===== src/xps_params.svh =====
// Constants for the crosspoint parallel programming block.
`ifndef XPS_PARAMS_SVH
`define XPS_PARAMS_SVH

// ----------------------------------------------------------------------
// Matrix geometry
// ----------------------------------------------------------------------
`define XPS_NUM_OUT 8
`define XPS_NUM_IN 16
`define XPS_IDX_W 3
`define XPS_SRC_W 4
`define XPS_ENTRY_W 5

// ----------------------------------------------------------------------
// Entry field positions
// ----------------------------------------------------------------------
`define XPS_ON_BIT 4
`define XPS_SRC_MSB 3
`define XPS_SRC_LSB 0

// ----------------------------------------------------------------------
// Register map, byte addresses
// ----------------------------------------------------------------------
`define XPS_ADDR_W 8
`define XPS_OFS_CTRL 8'h00
`define XPS_OFS_STATUS 8'h04
`define XPS_OFS_LATCH 8'h20
`define XPS_OFS_SHIFT 8'h40
`define XPS_BANK_SEL_LATCH 3'h1
`define XPS_BANK_SEL_SHIFT 3'h2
`define XPS_CTRL_MUTE_BIT 0

// ----------------------------------------------------------------------
// Reset values
// ----------------------------------------------------------------------
`define XPS_RST_MUTE 1'h0
`define XPS_RST_ON 8'h00
`define XPS_RST_OE_N 8'hff
`define XPS_RST_SRC 32'h0000_0000
`define XPS_RST_MASK 8'h00
`define XPS_RST_IDX 3'h0
`define XPS_RST_RDATA 32'h0000_0000

`endif


===== src/xps_pkg.sv =====
// Types shared by the crosspoint programming modules.
`include "xps_params.svh"

package xps_pkg;

  // ----------------------------------------------------------------------
  // Entry and bank types
  // ----------------------------------------------------------------------
  typedef logic [`XPS_ENTRY_W-1:0] xps_entry_t;
  typedef xps_entry_t [`XPS_NUM_OUT-1:0] xps_bank_t;

  // ----------------------------------------------------------------------
  // Top-level control state
  // ----------------------------------------------------------------------
  typedef struct packed {
    logic clk_prev;
    logic mute;
    logic [`XPS_NUM_OUT-1:0] on;
    logic [`XPS_NUM_OUT*`XPS_SRC_W-1:0] src;
    logic [`XPS_NUM_OUT-1:0] sig;
    logic [`XPS_NUM_OUT-1:0] oe_n;
    logic [`XPS_NUM_OUT-1:0] pending;
    logic [`XPS_NUM_OUT-1:0] loaded;
    logic [`XPS_IDX_W-1:0] last_idx;
    logic [31:0] rdata;
  } xps_top_state_t;

  // ----------------------------------------------------------------------
  // Entry store state
  // ----------------------------------------------------------------------
  typedef struct packed {
    xps_bank_t shift;
    xps_bank_t latch;
  } xps_store_state_t;

endpackage : xps_pkg


===== src/xps_store_if.sv =====
// Interface between the control logic and the entry store.
`timescale 1ns/1ps
`include "xps_params.svh"

interface xps_store_if;
  logic wr_en;
  logic [`XPS_IDX_W-1:0] wr_idx;
  xps_pkg::xps_entry_t wr_entry;
  logic apply;
  xps_pkg::xps_bank_t shift_q;
  xps_pkg::xps_bank_t latch_q;

  modport ctrl (
    output wr_en,
    output wr_idx,
    output wr_entry,
    output apply,
    input shift_q,
    input latch_q
  );

  modport store (
    input wr_en,
    input wr_idx,
    input wr_entry,
    input apply,
    output shift_q,
    output latch_q
  );
endinterface : xps_store_if


===== src/xps_entry_store.sv =====
// Shift register entries and apply latches of the crosspoint.
`timescale 1ns/1ps
`include "xps_params.svh"

module xps_entry_store (
  // Clock
  input wire logic clk_in,
  // Control side
  xps_store_if.store st
);

  // ----------------------------------------------------------------------
  // State
  // ----------------------------------------------------------------------
  // The entries carry no reset: a reset must leave them as they are, and
  // after power-up they hold whatever the flip-flops come up with.
  xps_pkg::xps_store_state_t state;
  xps_pkg::xps_store_state_t next_state;

  always_comb begin
    next_state = state;
    if (st.wr_en) begin
      next_state.shift[st.wr_idx] = st.wr_entry;
    end
    if (st.apply) begin
      next_state.latch = state.shift;
    end
  end

  always_ff @(posedge clk_in) begin
    state <= next_state;
  end

  // ----------------------------------------------------------------------
  // Outputs
  // ----------------------------------------------------------------------
  // While applying, the latches are transparent to the shift entries.
  assign st.shift_q = state.shift;
  assign st.latch_q = st.apply ? state.shift : state.latch;

endmodule : xps_entry_store


===== src/xps_top.sv =====
// Parallel programming control of a 16 by 8 crosspoint switch.
//
// Function
// - One clock and apply changes one output.
// - Reset only disables every output; here reset also clears mute, pending, loaded, last_idx and rdata.
// - Reset keeps shift entries and latches intact.
// - Entries are undefined until first loaded.
// - Select and apply low copy entries to matrix.
// - Output index picks the entry written.
// - Source bits route input; on bit enables.
// - Disabled entry ignores its source bits.
// - Falling clock edge captures index and data.
// - Matrix keeps old programming while apply high.
// - Several captures take effect together on apply.
// - Latches pass entries while select and apply low.
// - Mode low is serial, high is parallel.
// - Captures happen only while select is low.
//
// Local design decisions: the address-and-strobe port and the address map.
`timescale 1ns/1ps
`include "xps_params.svh"

module xps_top #(
  parameter int ADDR_W = `XPS_ADDR_W
) (
  // Clock and reset
  input wire logic CLK_IN,
  input wire logic RESETN_IN,
  // Programming pins
  input wire logic DEV_SEL_N_IN,
  input wire logic PORT_MODE_SELECT_IN,
  input wire logic APPLY_N_IN,
  input wire logic PROG_CLK_IN,
  input wire logic [`XPS_IDX_W-1:0] OUTPUT_INDEX_IN,
  input wire logic [`XPS_SRC_W-1:0] SOURCE_SELECT_IN,
  input wire logic OUTPUT_ON_IN,
  // Switched signals
  input wire logic [`XPS_NUM_IN-1:0] SIGNAL_IN,
  output logic [`XPS_NUM_OUT-1:0] SIGNAL_OUT,
  output logic [`XPS_NUM_OUT-1:0] SIGNAL_OE_N_OUT,
  // Matrix programming view
  output logic [`XPS_NUM_OUT-1:0] ROUTE_ENABLE_OUT,
  output logic [`XPS_NUM_OUT*`XPS_SRC_W-1:0] ROUTE_SOURCE_OUT,
  // Register port
  input wire logic [ADDR_W-1:0] REG_ADDR_IN,
  input wire logic [31:0] REG_WDATA_IN,
  input wire logic REG_WR_IN,
  input wire logic REG_RD_IN,
  output logic [31:0] REG_RDATA_OUT
);

  // ----------------------------------------------------------------------
  // Helper functions
  // ----------------------------------------------------------------------
  // Returns the enable bit of an entry.
  function automatic logic entry_on(input xps_pkg::xps_entry_t e);
    entry_on = e[`XPS_ON_BIT];
  endfunction : entry_on

  // Returns the source field of an entry.
  function automatic logic [`XPS_SRC_W-1:0] entry_src(
    input xps_pkg::xps_entry_t e
  );
    entry_src = e[`XPS_SRC_MSB:`XPS_SRC_LSB];
  endfunction : entry_src

  // Turns an output index into a one-hot mask.
  function automatic logic [`XPS_NUM_OUT-1:0] idx_mask(
    input logic [`XPS_IDX_W-1:0] idx,
    input logic en
  );
    idx_mask = '0;
    idx_mask[idx] = en;
  endfunction : idx_mask

  // Picks one of the sixteen inputs.
  function automatic logic pick_input(
    input logic [`XPS_NUM_IN-1:0] inputs,
    input logic [`XPS_SRC_W-1:0] sel
  );
    pick_input = inputs[sel];
  endfunction : pick_input

  // Widens an entry to a read word.
  function automatic logic [31:0] entry_word(input xps_pkg::xps_entry_t e);
    entry_word = {{(32-`XPS_ENTRY_W){1'b0}}, e};
  endfunction : entry_word

  // ----------------------------------------------------------------------
  // State and entry store
  // ----------------------------------------------------------------------
  xps_pkg::xps_top_state_t state;
  xps_pkg::xps_top_state_t next_state;

  xps_store_if store_bus();

  xps_entry_store u_store (
    .clk_in(CLK_IN),
    .st(store_bus.store)
  );

  // ----------------------------------------------------------------------
  // Programming pin decode
  // ----------------------------------------------------------------------
  logic prog_fall;
  logic capture;
  logic apply;
  logic [`XPS_NUM_OUT-1:0] cap_mask;
  xps_pkg::xps_entry_t cap_entry;

  // The clock pin is sampled; a high sample followed by a low one is the
  // capturing edge.
  assign prog_fall = state.clk_prev & ~PROG_CLK_IN;
  // Serial mode shares the shift entries but is not handled here, so a
  // clock edge in serial mode leaves the entries alone.
  assign capture = prog_fall & ~DEV_SEL_N_IN &
    PORT_MODE_SELECT_IN;
  assign apply = ~DEV_SEL_N_IN & ~APPLY_N_IN;
  assign cap_mask = idx_mask(OUTPUT_INDEX_IN, capture);
  assign cap_entry = {OUTPUT_ON_IN, SOURCE_SELECT_IN};

  assign store_bus.wr_en = capture;
  assign store_bus.wr_idx = OUTPUT_INDEX_IN;
  assign store_bus.wr_entry = cap_entry;
  assign store_bus.apply = apply;

  // ----------------------------------------------------------------------
  // Register access decode
  // ----------------------------------------------------------------------
  logic [2:0] bank_sel;
  logic [`XPS_IDX_W-1:0] bank_idx;
  logic word_aligned;
  logic [31:0] read_word;

  assign bank_sel = REG_ADDR_IN[7:5];
  assign bank_idx = REG_ADDR_IN[4:2];
  assign word_aligned = (REG_ADDR_IN[1:0] == 2'h0) &&
    ((REG_ADDR_IN >> 8) == '0);

  always_comb begin
    read_word = 32'h0000_0000;
    if (!word_aligned) begin
      read_word = 32'h0000_0000;
    end else if (REG_ADDR_IN[7:0] == `XPS_OFS_CTRL) begin
      read_word[`XPS_CTRL_MUTE_BIT] = state.mute;
    end else if (REG_ADDR_IN[7:0] == `XPS_OFS_STATUS) begin
      read_word[7:0] = state.pending;
      read_word[15:8] = state.loaded;
      read_word[18:16] = state.last_idx;
      read_word[31:24] = state.on;
    end else if (bank_sel == `XPS_BANK_SEL_LATCH) begin
      read_word = entry_word(store_bus.latch_q[bank_idx]);
    end else if (bank_sel == `XPS_BANK_SEL_SHIFT) begin
      read_word = entry_word(store_bus.shift_q[bank_idx]);
    end else begin
      read_word = 32'h0000_0000;
    end
  end

  // ----------------------------------------------------------------------
  // Next state
  // ----------------------------------------------------------------------
  always_comb begin
    next_state = state;
    next_state.clk_prev = PROG_CLK_IN;

    // Control register.
    if (REG_WR_IN && word_aligned &&
        REG_ADDR_IN[7:0] == `XPS_OFS_CTRL) begin
      next_state.mute = REG_WDATA_IN[`XPS_CTRL_MUTE_BIT];
    end

    // Read data stands for the one cycle after the strobe.
    next_state.rdata = REG_RD_IN ? read_word : 32'h0000_0000;

    // Captured entries wait for the apply; a capture in the applying
    // cycle stays pending so it is not reported as applied early.
    next_state.pending = (apply ? `XPS_RST_MASK : state.pending) |
      cap_mask;
    next_state.loaded = state.loaded | cap_mask;
    if (capture) begin
      next_state.last_idx = OUTPUT_INDEX_IN;
    end

    // Matrix drive follows the latched entries.
    for (int i = 0; i < `XPS_NUM_OUT; i++) begin
      if (entry_on(store_bus.latch_q[i]) && !state.mute) begin
        next_state.on[i] = 1'b1;
        next_state.src[i*`XPS_SRC_W +: `XPS_SRC_W] =
          entry_src(store_bus.latch_q[i]);
        next_state.sig[i] = pick_input(SIGNAL_IN,
          entry_src(store_bus.latch_q[i]));
        next_state.oe_n[i] = 1'b0;
      end else begin
        next_state.on[i] = 1'b0;
        next_state.src[i*`XPS_SRC_W +: `XPS_SRC_W] = '0;
        next_state.sig[i] = 1'b0;
        next_state.oe_n[i] = 1'b1;
      end
    end
  end

  // ----------------------------------------------------------------------
  // State register
  // ----------------------------------------------------------------------
  // Reset sets the whole top-level state, not just the drive side; the entries live in the store,
  // which has no reset at all.
  always_ff @(posedge CLK_IN or negedge RESETN_IN) begin
    if (!RESETN_IN) begin
      state.clk_prev <= 1'b1;
      state.mute <= `XPS_RST_MUTE;
      state.on <= `XPS_RST_ON;
      state.src <= `XPS_RST_SRC;
      state.sig <= `XPS_RST_ON;
      state.oe_n <= `XPS_RST_OE_N;
      state.pending <= `XPS_RST_MASK;
      state.loaded <= `XPS_RST_MASK;
      state.last_idx <= `XPS_RST_IDX;
      state.rdata <= `XPS_RST_RDATA;
    end else begin
      state <= next_state;
    end
  end

  // ----------------------------------------------------------------------
  // Outputs
  // ----------------------------------------------------------------------
  assign SIGNAL_OUT = state.sig;
  assign SIGNAL_OE_N_OUT = state.oe_n;
  assign ROUTE_ENABLE_OUT = state.on;
  assign ROUTE_SOURCE_OUT = state.src;
  assign REG_RDATA_OUT = state.rdata;

endmodule : xps_top


===== config.mk =====
export PLATFORM = sky130hd
export DESIGN_NAME = xps_top
export DESIGN_NICKNAME = d
export VERILOG_FILES = /design/src/xps_pkg.sv /design/src/xps_store_if.sv /design/src/xps_entry_store.sv /design/src/xps_top.sv
export VERILOG_INCLUDE_DIRS = /design/src
export SDC_FILE = /design/constraint.sdc
export NUM_CORES = 1
export LEC_CHECK = 0
export ABC_AREA = 1
export BUFFER_PORTS_ARGS = -buffer_cell sky130_fd_sc_hd__buf_4
export CORE_ASPECT_RATIO = 1.2
export CORE_UTILIZATION = 51
export CTS_CLUSTER_DIAMETER = 30
export DETAILED_ROUTE_END_ITERATION = 8
export HOLD_SLACK_MARGIN = 0.05
export PLACE_DENSITY = 0.78
export SLEW_MARGIN = 20
export SYNTH_ARGS = -nofsm -noshare
export SYNTH_HDL_FRONTEND = slang
export SYNTH_HIERARCHICAL = 1
export SYNTH_SLANG_ARGS = --single-unit
export TNS_END_PERCENT = 100

===== constraint.sdc =====
create_clock -name CLK_IN -period 1.5 [get_ports CLK_IN]
set_input_delay 0.15 -clock CLK_IN [delete_from_list [all_inputs] [get_ports CLK_IN]]
set_output_delay 0.15 -clock CLK_IN [all_outputs]
set_load 0.005 [all_outputs]

# After elaboration in Yosys (flattened, before gate mapping)
# Index checks and enable logic that the tools add are counted.
[totals] output_inout_bits=88 reg_bits=189 input_bits=72
[classes] n_mux=68 n_lt_le_gt_ge=11 n_reduce_logical=14 n_bitwise=10 eq_ne=3
[op_table] cell="$mux 32" count=3
[op_table] cell="$bwmux 40" count=1
[op_table] cell="$lt 4x5->1 const B" count=8
[op_table] cell="$mux 40" count=1
[op_table] cell="$mux 1" count=34
[op_table] cell="$bmux 1 s4" count=8
[op_table] cell="$mux 4" count=8
[op_table] cell="$mux 31" count=1
[op_table] cell="$bmux 5 s3" count=2
[op_table] cell="$mux 5" count=5
[op_table] cell="$mux 19" count=1
[op_table] cell="$mux 8" count=2
[op_table] cell="$or 8x8->8" count=2
[op_table] cell="$demux 5 s3" count=1
[op_table] cell="$logic_and 1x1->1" count=11
[op_table] cell="$and 8x8->8" count=1
[op_table] cell="$eq 8x3->1 const B" count=1
[op_table] cell="$logic_not 8->1" count=1
[op_table] cell="$lt 3x4->1 const B" count=2
[op_table] cell="$and 1x1->1" count=4
[op_table] cell="$demux 1 s3" count=1
[op_table] cell="$eq 3x1->1 const B" count=1
[op_table] cell="$eq 3x2->1 const B" count=1
[op_table] cell="$ge 3x1->1 const B" count=1
[op_table] cell="other kinds (3)" count=5

# Depth between registers and ports, before layout
# Gate-level depths: netlist of the first run.
[depth] word_depth=10 depth_mapped=16

# By module
# Netlist of the first run, hierarchy kept.
[modules_own_cells] mod="xps_top" area_per_inst_um2=6118.4 cells_each=777 instances=1 seq_area_each_um2=2613.8
[modules_own_cells] mod="xps_entry_store" area_per_inst_um2=3091.7 cells_each=266 instances=1 seq_area_each_um2=2001.9

# Worst setup path before layout of the first run
# Ideal clock, no wire load.
[synth_path] path_type="input-to-reg" start="input port APPLY_N_IN" end="register state, in the netlist SIGNAL_OUT[7]" t_required_ps=1373 path_stages=12 t_arrival_ps=1497 setup_slack_ps=-124 path_cell_list="nor2_1 -> buf_6 -> buf_6 -> nand2_1 -> o21ai_2 -> clkbuf_1 -> buf_2 -> nand2_1 -> o211ai_1 -> nand3_1 -> nand3_1 -> a21oi_1"
[synth_lines] item="start, declared" line="xps_top.sv:32" rtl="input wire logic APPLY_N_IN,"
[synth_lines] item="end signal, assigned" line="xps_top.sv:221" rtl="state <= next_state;"
[synth_lines] item="end, declared" line="xps_top.sv:92" rtl="xps_pkg::xps_top_state_t state;"

==> reports/results.txt, run 1 <==
CTS root buffer = clkbuf_16
Total Nets Final = 1223
Hold Crit Class = input port to flip-flop
First-pass GRT wire length = 36100 um
CTS tree = done
Initial drt markers = 709
Number of global-route vias before repair = 7186
Worst-Skew Late Latency = 0.44 ns
Post-Synth XOR/XNOR Area = 0%
# setup viols final = 1
Multi-input combinational cell area = 2850 sq um
TritonRoute pass-1 iters = 8
Top cells by area in the synthesized netlist = dfrtp_1, edfxtp_1, buf_4
Critical path class = flip-flop to flip-flop
Sw Ratio = 27.1%
Crit path DAT = 1.87 ns
Final cell count without fillers = 1384
Reg2Reg Depth = 9
Post-route DRC = 0
Synthesized area = 9210 sq um
Port Buf Inserts = 123
Most instantiated cells after synthesis = nand2_1, buf_4, inv_1
Post-route ant nets = 0
Width of the chip = 125 um
Setup crit end kind = flip-flop
CTS Buf Count = 17
Post-synth top area share = 25.8%
CP Launch Type = flip-flop
Initial antenna violation count = 0
Max H-tree Level = 4
Synthesis Warnings = 6
Placed Instances = 1335
Final WL = 23000 um
Crit Path Max Fanout = 5
Longest Clk Path Bufs = 2
Gr ovfl total = 0
P_int = 8510 uW
Die ar. = 18600 sq um
Number of cell rows = 53
Mux share of post-synthesis cell area = 0%
Post-route cell area = 11000 sq um
Total of max-cap violations = 0
Logic gate share of total power = 16.8%
Top-count cell post-synth = nand2_1
Placed cell area = 10200 sq um
Sequential share of power = 45.6%
Required time of the worst setup path = 1.86 ns
Final min period = 1.50 ns
Dpl hpwl = 16900 um
Via count = 7387
RD Place Congestion = 0.894
Post-Synthesis Cells = 1043
Fill cells = 1439
Final hold viol count = 0
Status = finished with violations
Fin crit share = 100%
Max VDD drop = 0.000782 V
Worst-path clk slew = 0.07 ns
Post-synthesis sequential area ratio = 50.1%
Post-Place Setup Slack = -0.230 ns
Via density = 5.34
Failing checks = negative setup slack
Post-Synth Simple-Gate Area = 15.4%
#FFs+latches synth = 184
Fmax = 666 MHz
Share of layout cells above drive strength 1 = 31.4%
RSZ-0062 raised after global routing = yes
Pwr dens = 1060 nW/um^2
Reg area = 4620 sq um
Switching pwr = 3170 uW
Antenna fix cells = 0
Synth Area in Adders = 0%
Final Max Slew Viols = 0
Clock power share = 37.6%
IO Pins = 160
DIE HEIGHT = 149 um
Synth Flop Type = dfrtp_1
Area of the core = 17600 sq um
Per-cell routed wire length = 16.6 um
Dominant cell type by area after synthesis = dfrtp_1
Ys async rst share = 56.5%
Hold Path Depth = 4
Post-synthesis compound-gate area fraction = 14.6%
Largest net degree at the start of global routing = 45
P_leak = 0.00528 uW
Layout area overhead = 19.5%
GRT Total Usage = 25.3%
Hold WS = 0.0763 ns
CTS Sinks = 184
Setup ws final = -0.00169 ns
Skew final = 0.0140 ns
Number of enable flip-flop cells after synthesis = 40
Syn avg cell area = 8.83 sq um
Starting Density = 52.4%
Largest family of logic cells by synthesized area = buffers and inverters
Yosys cell types = 32
==> power by group through the flow <==
stage          Clock, uW  Sequential [uW]  Combinational (uW)
2_1_floorplan          0             5400                1060
3_3_place_gp           0             5410                1790
3_5_place_dp           0             5420                1840
4_1_cts             4450             5320                1890
5_1_grt             4650             5330                2140
6_report            4390             5320                1960
==> path summary, 6_finish.rpt <==
kind,startpoint,end,slack [ns]
setup / recovery,u_store/st.shift_q[35],SIGNAL_OUT[7],-0.002
hold / removal,REG_ADDR_IN[0],REG_RDATA_OUT[0],0.08
setup reg to reg,u_store/st.shift_q[35],SIGNAL_OUT[7],-0.002
hold reg to reg,state[42],state[42],0.46
max in group asynchronous,RESETN_IN,SIGNAL_OE_N_OUT[7],0.75
min in group asynchronous,RESETN_IN,REG_RDATA_OUT[7],0.15
==> registers in the layout, indices dropped and copies added, names as in the netlist <==
| register | flops |
|---|---|
| state | 21 |
| u_store/state | 40 |
| u_store/st.shift_q | 40 |
| SIGNAL_OE_N_OUT | 8 |
| SIGNAL_OUT | 8 |
| ROUTE_ENABLE_OUT | 8 |
| REG_RDATA_OUT | 27 |
| ROUTE_SOURCE_OUT | 32 |
==> worst max-delay path, stage by stage, from the launching register on <==
cell      delay [ns]
edfxtp_1        0.40
nand2_2         0.10
o21ai_4         0.08
buf_6           0.13
buf_4           0.14
a21oi_1         0.16
o21ai_1         0.11
nand3_1         0.11
nand3_2         0.07
a21oi_2         0.15
==> cells by family (layout without fill, tap and decap cells) <==
| logic type | after synthesis | after routing |
|---|---|---|
| AO/OA/AOI/OAI | 219 | 219 |
| buffers and inverters | 313 | 430 |
| flip-flops | 184 | 184 |
| other | 1 | 5 |
| AND/OR/NAND/NOR | 326 | 326 |
==> routing by layer <==
layer	GRT usage, %	share of wire, %	up-vias
li1	-	-	3478
met1	30.2	39	3452
met2	42.8	49	373
met3	3.95	6.7	84
met4	15.7	4.9	0
met5	0	0	-
==> placed cells by master, fill, tap and decap left out, drive strengths merged, types with 2 or more instances in the layout <==
master,netlist,routed
inv,131,138
nor2,75,75
buf,178,252
nand3,77,77
edfxtp,40,40
clkinvlp,0,2
dlygate4sd3,0,15
clkbuf,4,20
nor3,16,16
nand4,2,2
dfstp,9,9
o211ai,30,30
dfrtp,95,95
dfxtp,40,40
clkinv,0,2
nand2,147,147
a21oi,73,73
conb,1,5
nor3b,8,8
o21ai,115,115
==> timing repair <==
action	CTS	global route
endpoints found under the setup margin	36	39
resized for setup	2	34
hold buffers	15	0
setup buffers	1	1
hold endpoints to repair	145	0
pin swaps	0	8
==> final cells by class <==
class,count,share of cell area (%)
clock buffers,20,4.07
clock inverters,12,1.19
repair buffers,267,19.9
inverters,131,4.49
multi-input cells,550,25.9
flip-flops and latches,184,41.9
well taps,220,2.50
==> metrics by stage <==
| stage | util, % | power (uW) | setup TNS (ns) |
|---|---|---|---|
| after floorplan | - | 6470 | -0.00536 |
| after global placement | 57.9 | 7210 | -2.55 |
| after detailed placement | 57.9 | 7260 | -4.69 |
| after CTS | 62.1 | 11700 | 0 |
| after global routing | 62.6 | 12100 | -0.109 |
| final | 62.6 | 11700 | -0.00169 |
No activity file was read; power rests on OpenSTA's default activity.
==> inputs of run 2 (changes only) <==
--- a/config.mk
+++ b/config.mk
@@ -7,13 +7,14 @@
 export NUM_CORES = 1
 export LEC_CHECK = 0
 export ABC_AREA = 1
-export BUFFER_PORTS_ARGS = -buffer_cell sky130_fd_sc_hd__buf_4
+export BUFFER_PORTS_ARGS = -buffer_cell sky130_fd_sc_hd__clkbuf_2
 export CORE_ASPECT_RATIO = 1.2
 export CORE_UTILIZATION = 51
 export CTS_CLUSTER_DIAMETER = 30
 export DETAILED_ROUTE_END_ITERATION = 8
 export HOLD_SLACK_MARGIN = 0.05
 export PLACE_DENSITY = 0.78
+export SETUP_SLACK_MARGIN = 0.4
 export SLEW_MARGIN = 20
 export SYNTH_ARGS = -nofsm -noshare
 export SYNTH_HDL_FRONTEND = slang
==> run 2 against run 1 <==
Against the previous run: the run still ends with negative setup slack left; sequential cell count unchanged; non-clock buffer count is 11 higher; first-iteration DRC count up 67%; sequential power about the same; wire length rose by 18%; die area stayed put; register-to-register slack lost 0.04 ns; sequential share of layout area down 1.9 points; critical path type unchanged.
==> reports/results.txt, run 2 (synthesized netlist as in run 1, its figures left out) <==
Max VDD drop = 0.000824 V
Share of layout cells above drive strength 1 = 43.4%
Start point of the critical path = u_store/st.shift_q[6]
Hold WS = 0.0478 ns
Crit Path Max Fanout = 3
CTS tree = done
Setup crit end kind = flip-flop
P_int = 8490 uW
Placed cell area = 9850 sq um
Critical path class = flip-flop to flip-flop
Required time of the worst setup path = 1.83 ns
Total of max-cap violations = 0
Number of cell rows = 53
Pwr Total = 12100 uW
Sw Ratio = 29.7%
Initial drt markers = 1186
Layout area overhead = 25.2%
Final Max Slew Viols = 0
Post-route cell area = 11500 sq um
Final hold viol count = 0
Gr ovfl total = 0
Reg2Reg Depth = 12
Clock power share = 36.5%
Status = finished with violations
Worst-Skew Late Latency = 0.44 ns
CTS Sinks = 184
Failing checks = negative setup slack
Worst-path clk slew = 0.08 ns
Sequential share of power = 44.1%
Via count = 8015
# setup viols final = 1
Width of the chip = 125 um
Switching pwr = 3590 uW
Dpl hpwl = 16600 um
Largest net degree at the start of global routing = 45
CTS root buffer = clkbuf_16
Antenna fix cells = 0
Logic gate share of total power = 19.3%
Most frequent cells in the layout = clkbuf_2, nand2_1, inv_1
Hold Crit Class = input port to flip-flop
Final WL = 27200 um
CP Launch Type = flip-flop
Post-Place Setup Slack = -0.260 ns
IO Pins = 160
Final min period = 1.55 ns
Slew @ Worst Pin = 0.551 ns
Initial antenna violation count = 0
Area of the core = 17600 sq um
Starting Density = 52.4%
CTS Buf Count = 17
Die ar. = 18600 sq um
Longest Clk Path Bufs = 2
Pwr dens = 1050 nW/um^2
Post-route DRC = 0
Setup ws final = -0.0458 ns
Max H-tree Level = 4
Fin crit share = 103%
Number of global-route vias before repair = 7272
Fmax = 647 MHz
RSZ-0062 raised after global routing = yes
Final Util = 65.6%
Most common cell after layout, fill and taps aside = clkbuf_2
Port Buf Inserts = 123
Skew final = 0.0108 ns
TritonRoute pass-1 iters = 6
Crit path DAT = 1.88 ns
Post-route ant nets = 0
DIE HEIGHT = 149 um
Min-delay src = SOURCE_SELECT_IN[0]
First-pass GRT wire length = 38100 um
RD Place Congestion = 0.945
Rel. slew slack = 63.2%
Reg2Reg Launch Point = u_store/st.shift_q[6]
Per-cell routed wire length = 19.5 um
Hold Path Depth = 1
Total Nets Final = 1236
GRT Total Usage = 26.6%
Via density = 5.74
P_leak = 0.00541 uW
## run 2: cell count changes in the layout (fill, tap and decap cells not counted), sizes merged
cell | previous run | this run
dlygate4sd3 | 15 | 9
clkinv | 2 | 5
o21ai | 115 | 117
buf | 252 | 145
bufinv | 1 | 0
clkbuf | 20 | 142
## run 2: final timing paths
path                                          to  slack, ns
setup / recovery                REG_RDATA_OUT[1]      -0.05
hold / removal             u_store/st.shift_q[5]       0.05
setup reg to reg                REG_RDATA_OUT[1]      -0.05
hold reg to reg                        state[40]       0.45
max in group asynchronous     SIGNAL_OE_N_OUT[6]       0.76
min in group asynchronous       REG_RDATA_OUT[5]       0.14
## run 2: area by class of cell
type                       count  area [sq um]
fill                        1193          6040
multi-input combinational    552          3420
inverter                     131           520
clock buffer                  18           439
tap                          220           275
clock inverter                14           145
sequential                   184          4620
timing repair buffer         278          2110
## run 2: power by group through the flow
stage               Clock (uW)  Sequential [uW]  Combinational, uW
finish                    4410             5330               2330
floorplan                    0             5400               1170
global route              4650             5340               2470
detailed placement           0             5420               1750
global placement             0             5410               1710
CTS                       4440             5320               2010
## run 2: routing by layer
layer  vias up  wire (um)  GRT usage (%)
met2       571      13100           44.5
li1       3520          -              -
met4         0       1880           17.1
met3       168       2410           4.02
met1      3756       9800           32.1
met5         -          0              0
## run 2: what timing repair did
item,4_1_cts,5_1_grt
gates resized for setup,122,106
pin swaps,50,44
endpoints found under the setup margin,121,147
cloned,7,5
hold buffers,9,0
buffers inserted,17,13
endpoints found under the hold margin,117,0
## run 2: through the flow
step           TNS, ns  instances
2_1_floorplan        0       1047
3_3_place_gp     -4.75       1314
3_5_place_dp     -6.67       1314
4_1_cts              0       1379
5_1_grt         -0.158       1397
6_report       -0.0458       1397
## run 2: critical path: stages, from the launching register on
cell and delay, ns:
edfxtp_1 0.46, nand2_1 0.13, o21ai_2 0.09, inv_2 0.10, nand2_2 0.06, o21ai_2 0.07
nand2_1 0.07, nand3_1 0.09, nand2_1 0.06, nand2_1 0.07, nand3_1 0.08, nand2_1 0.09
inv_1 0.07
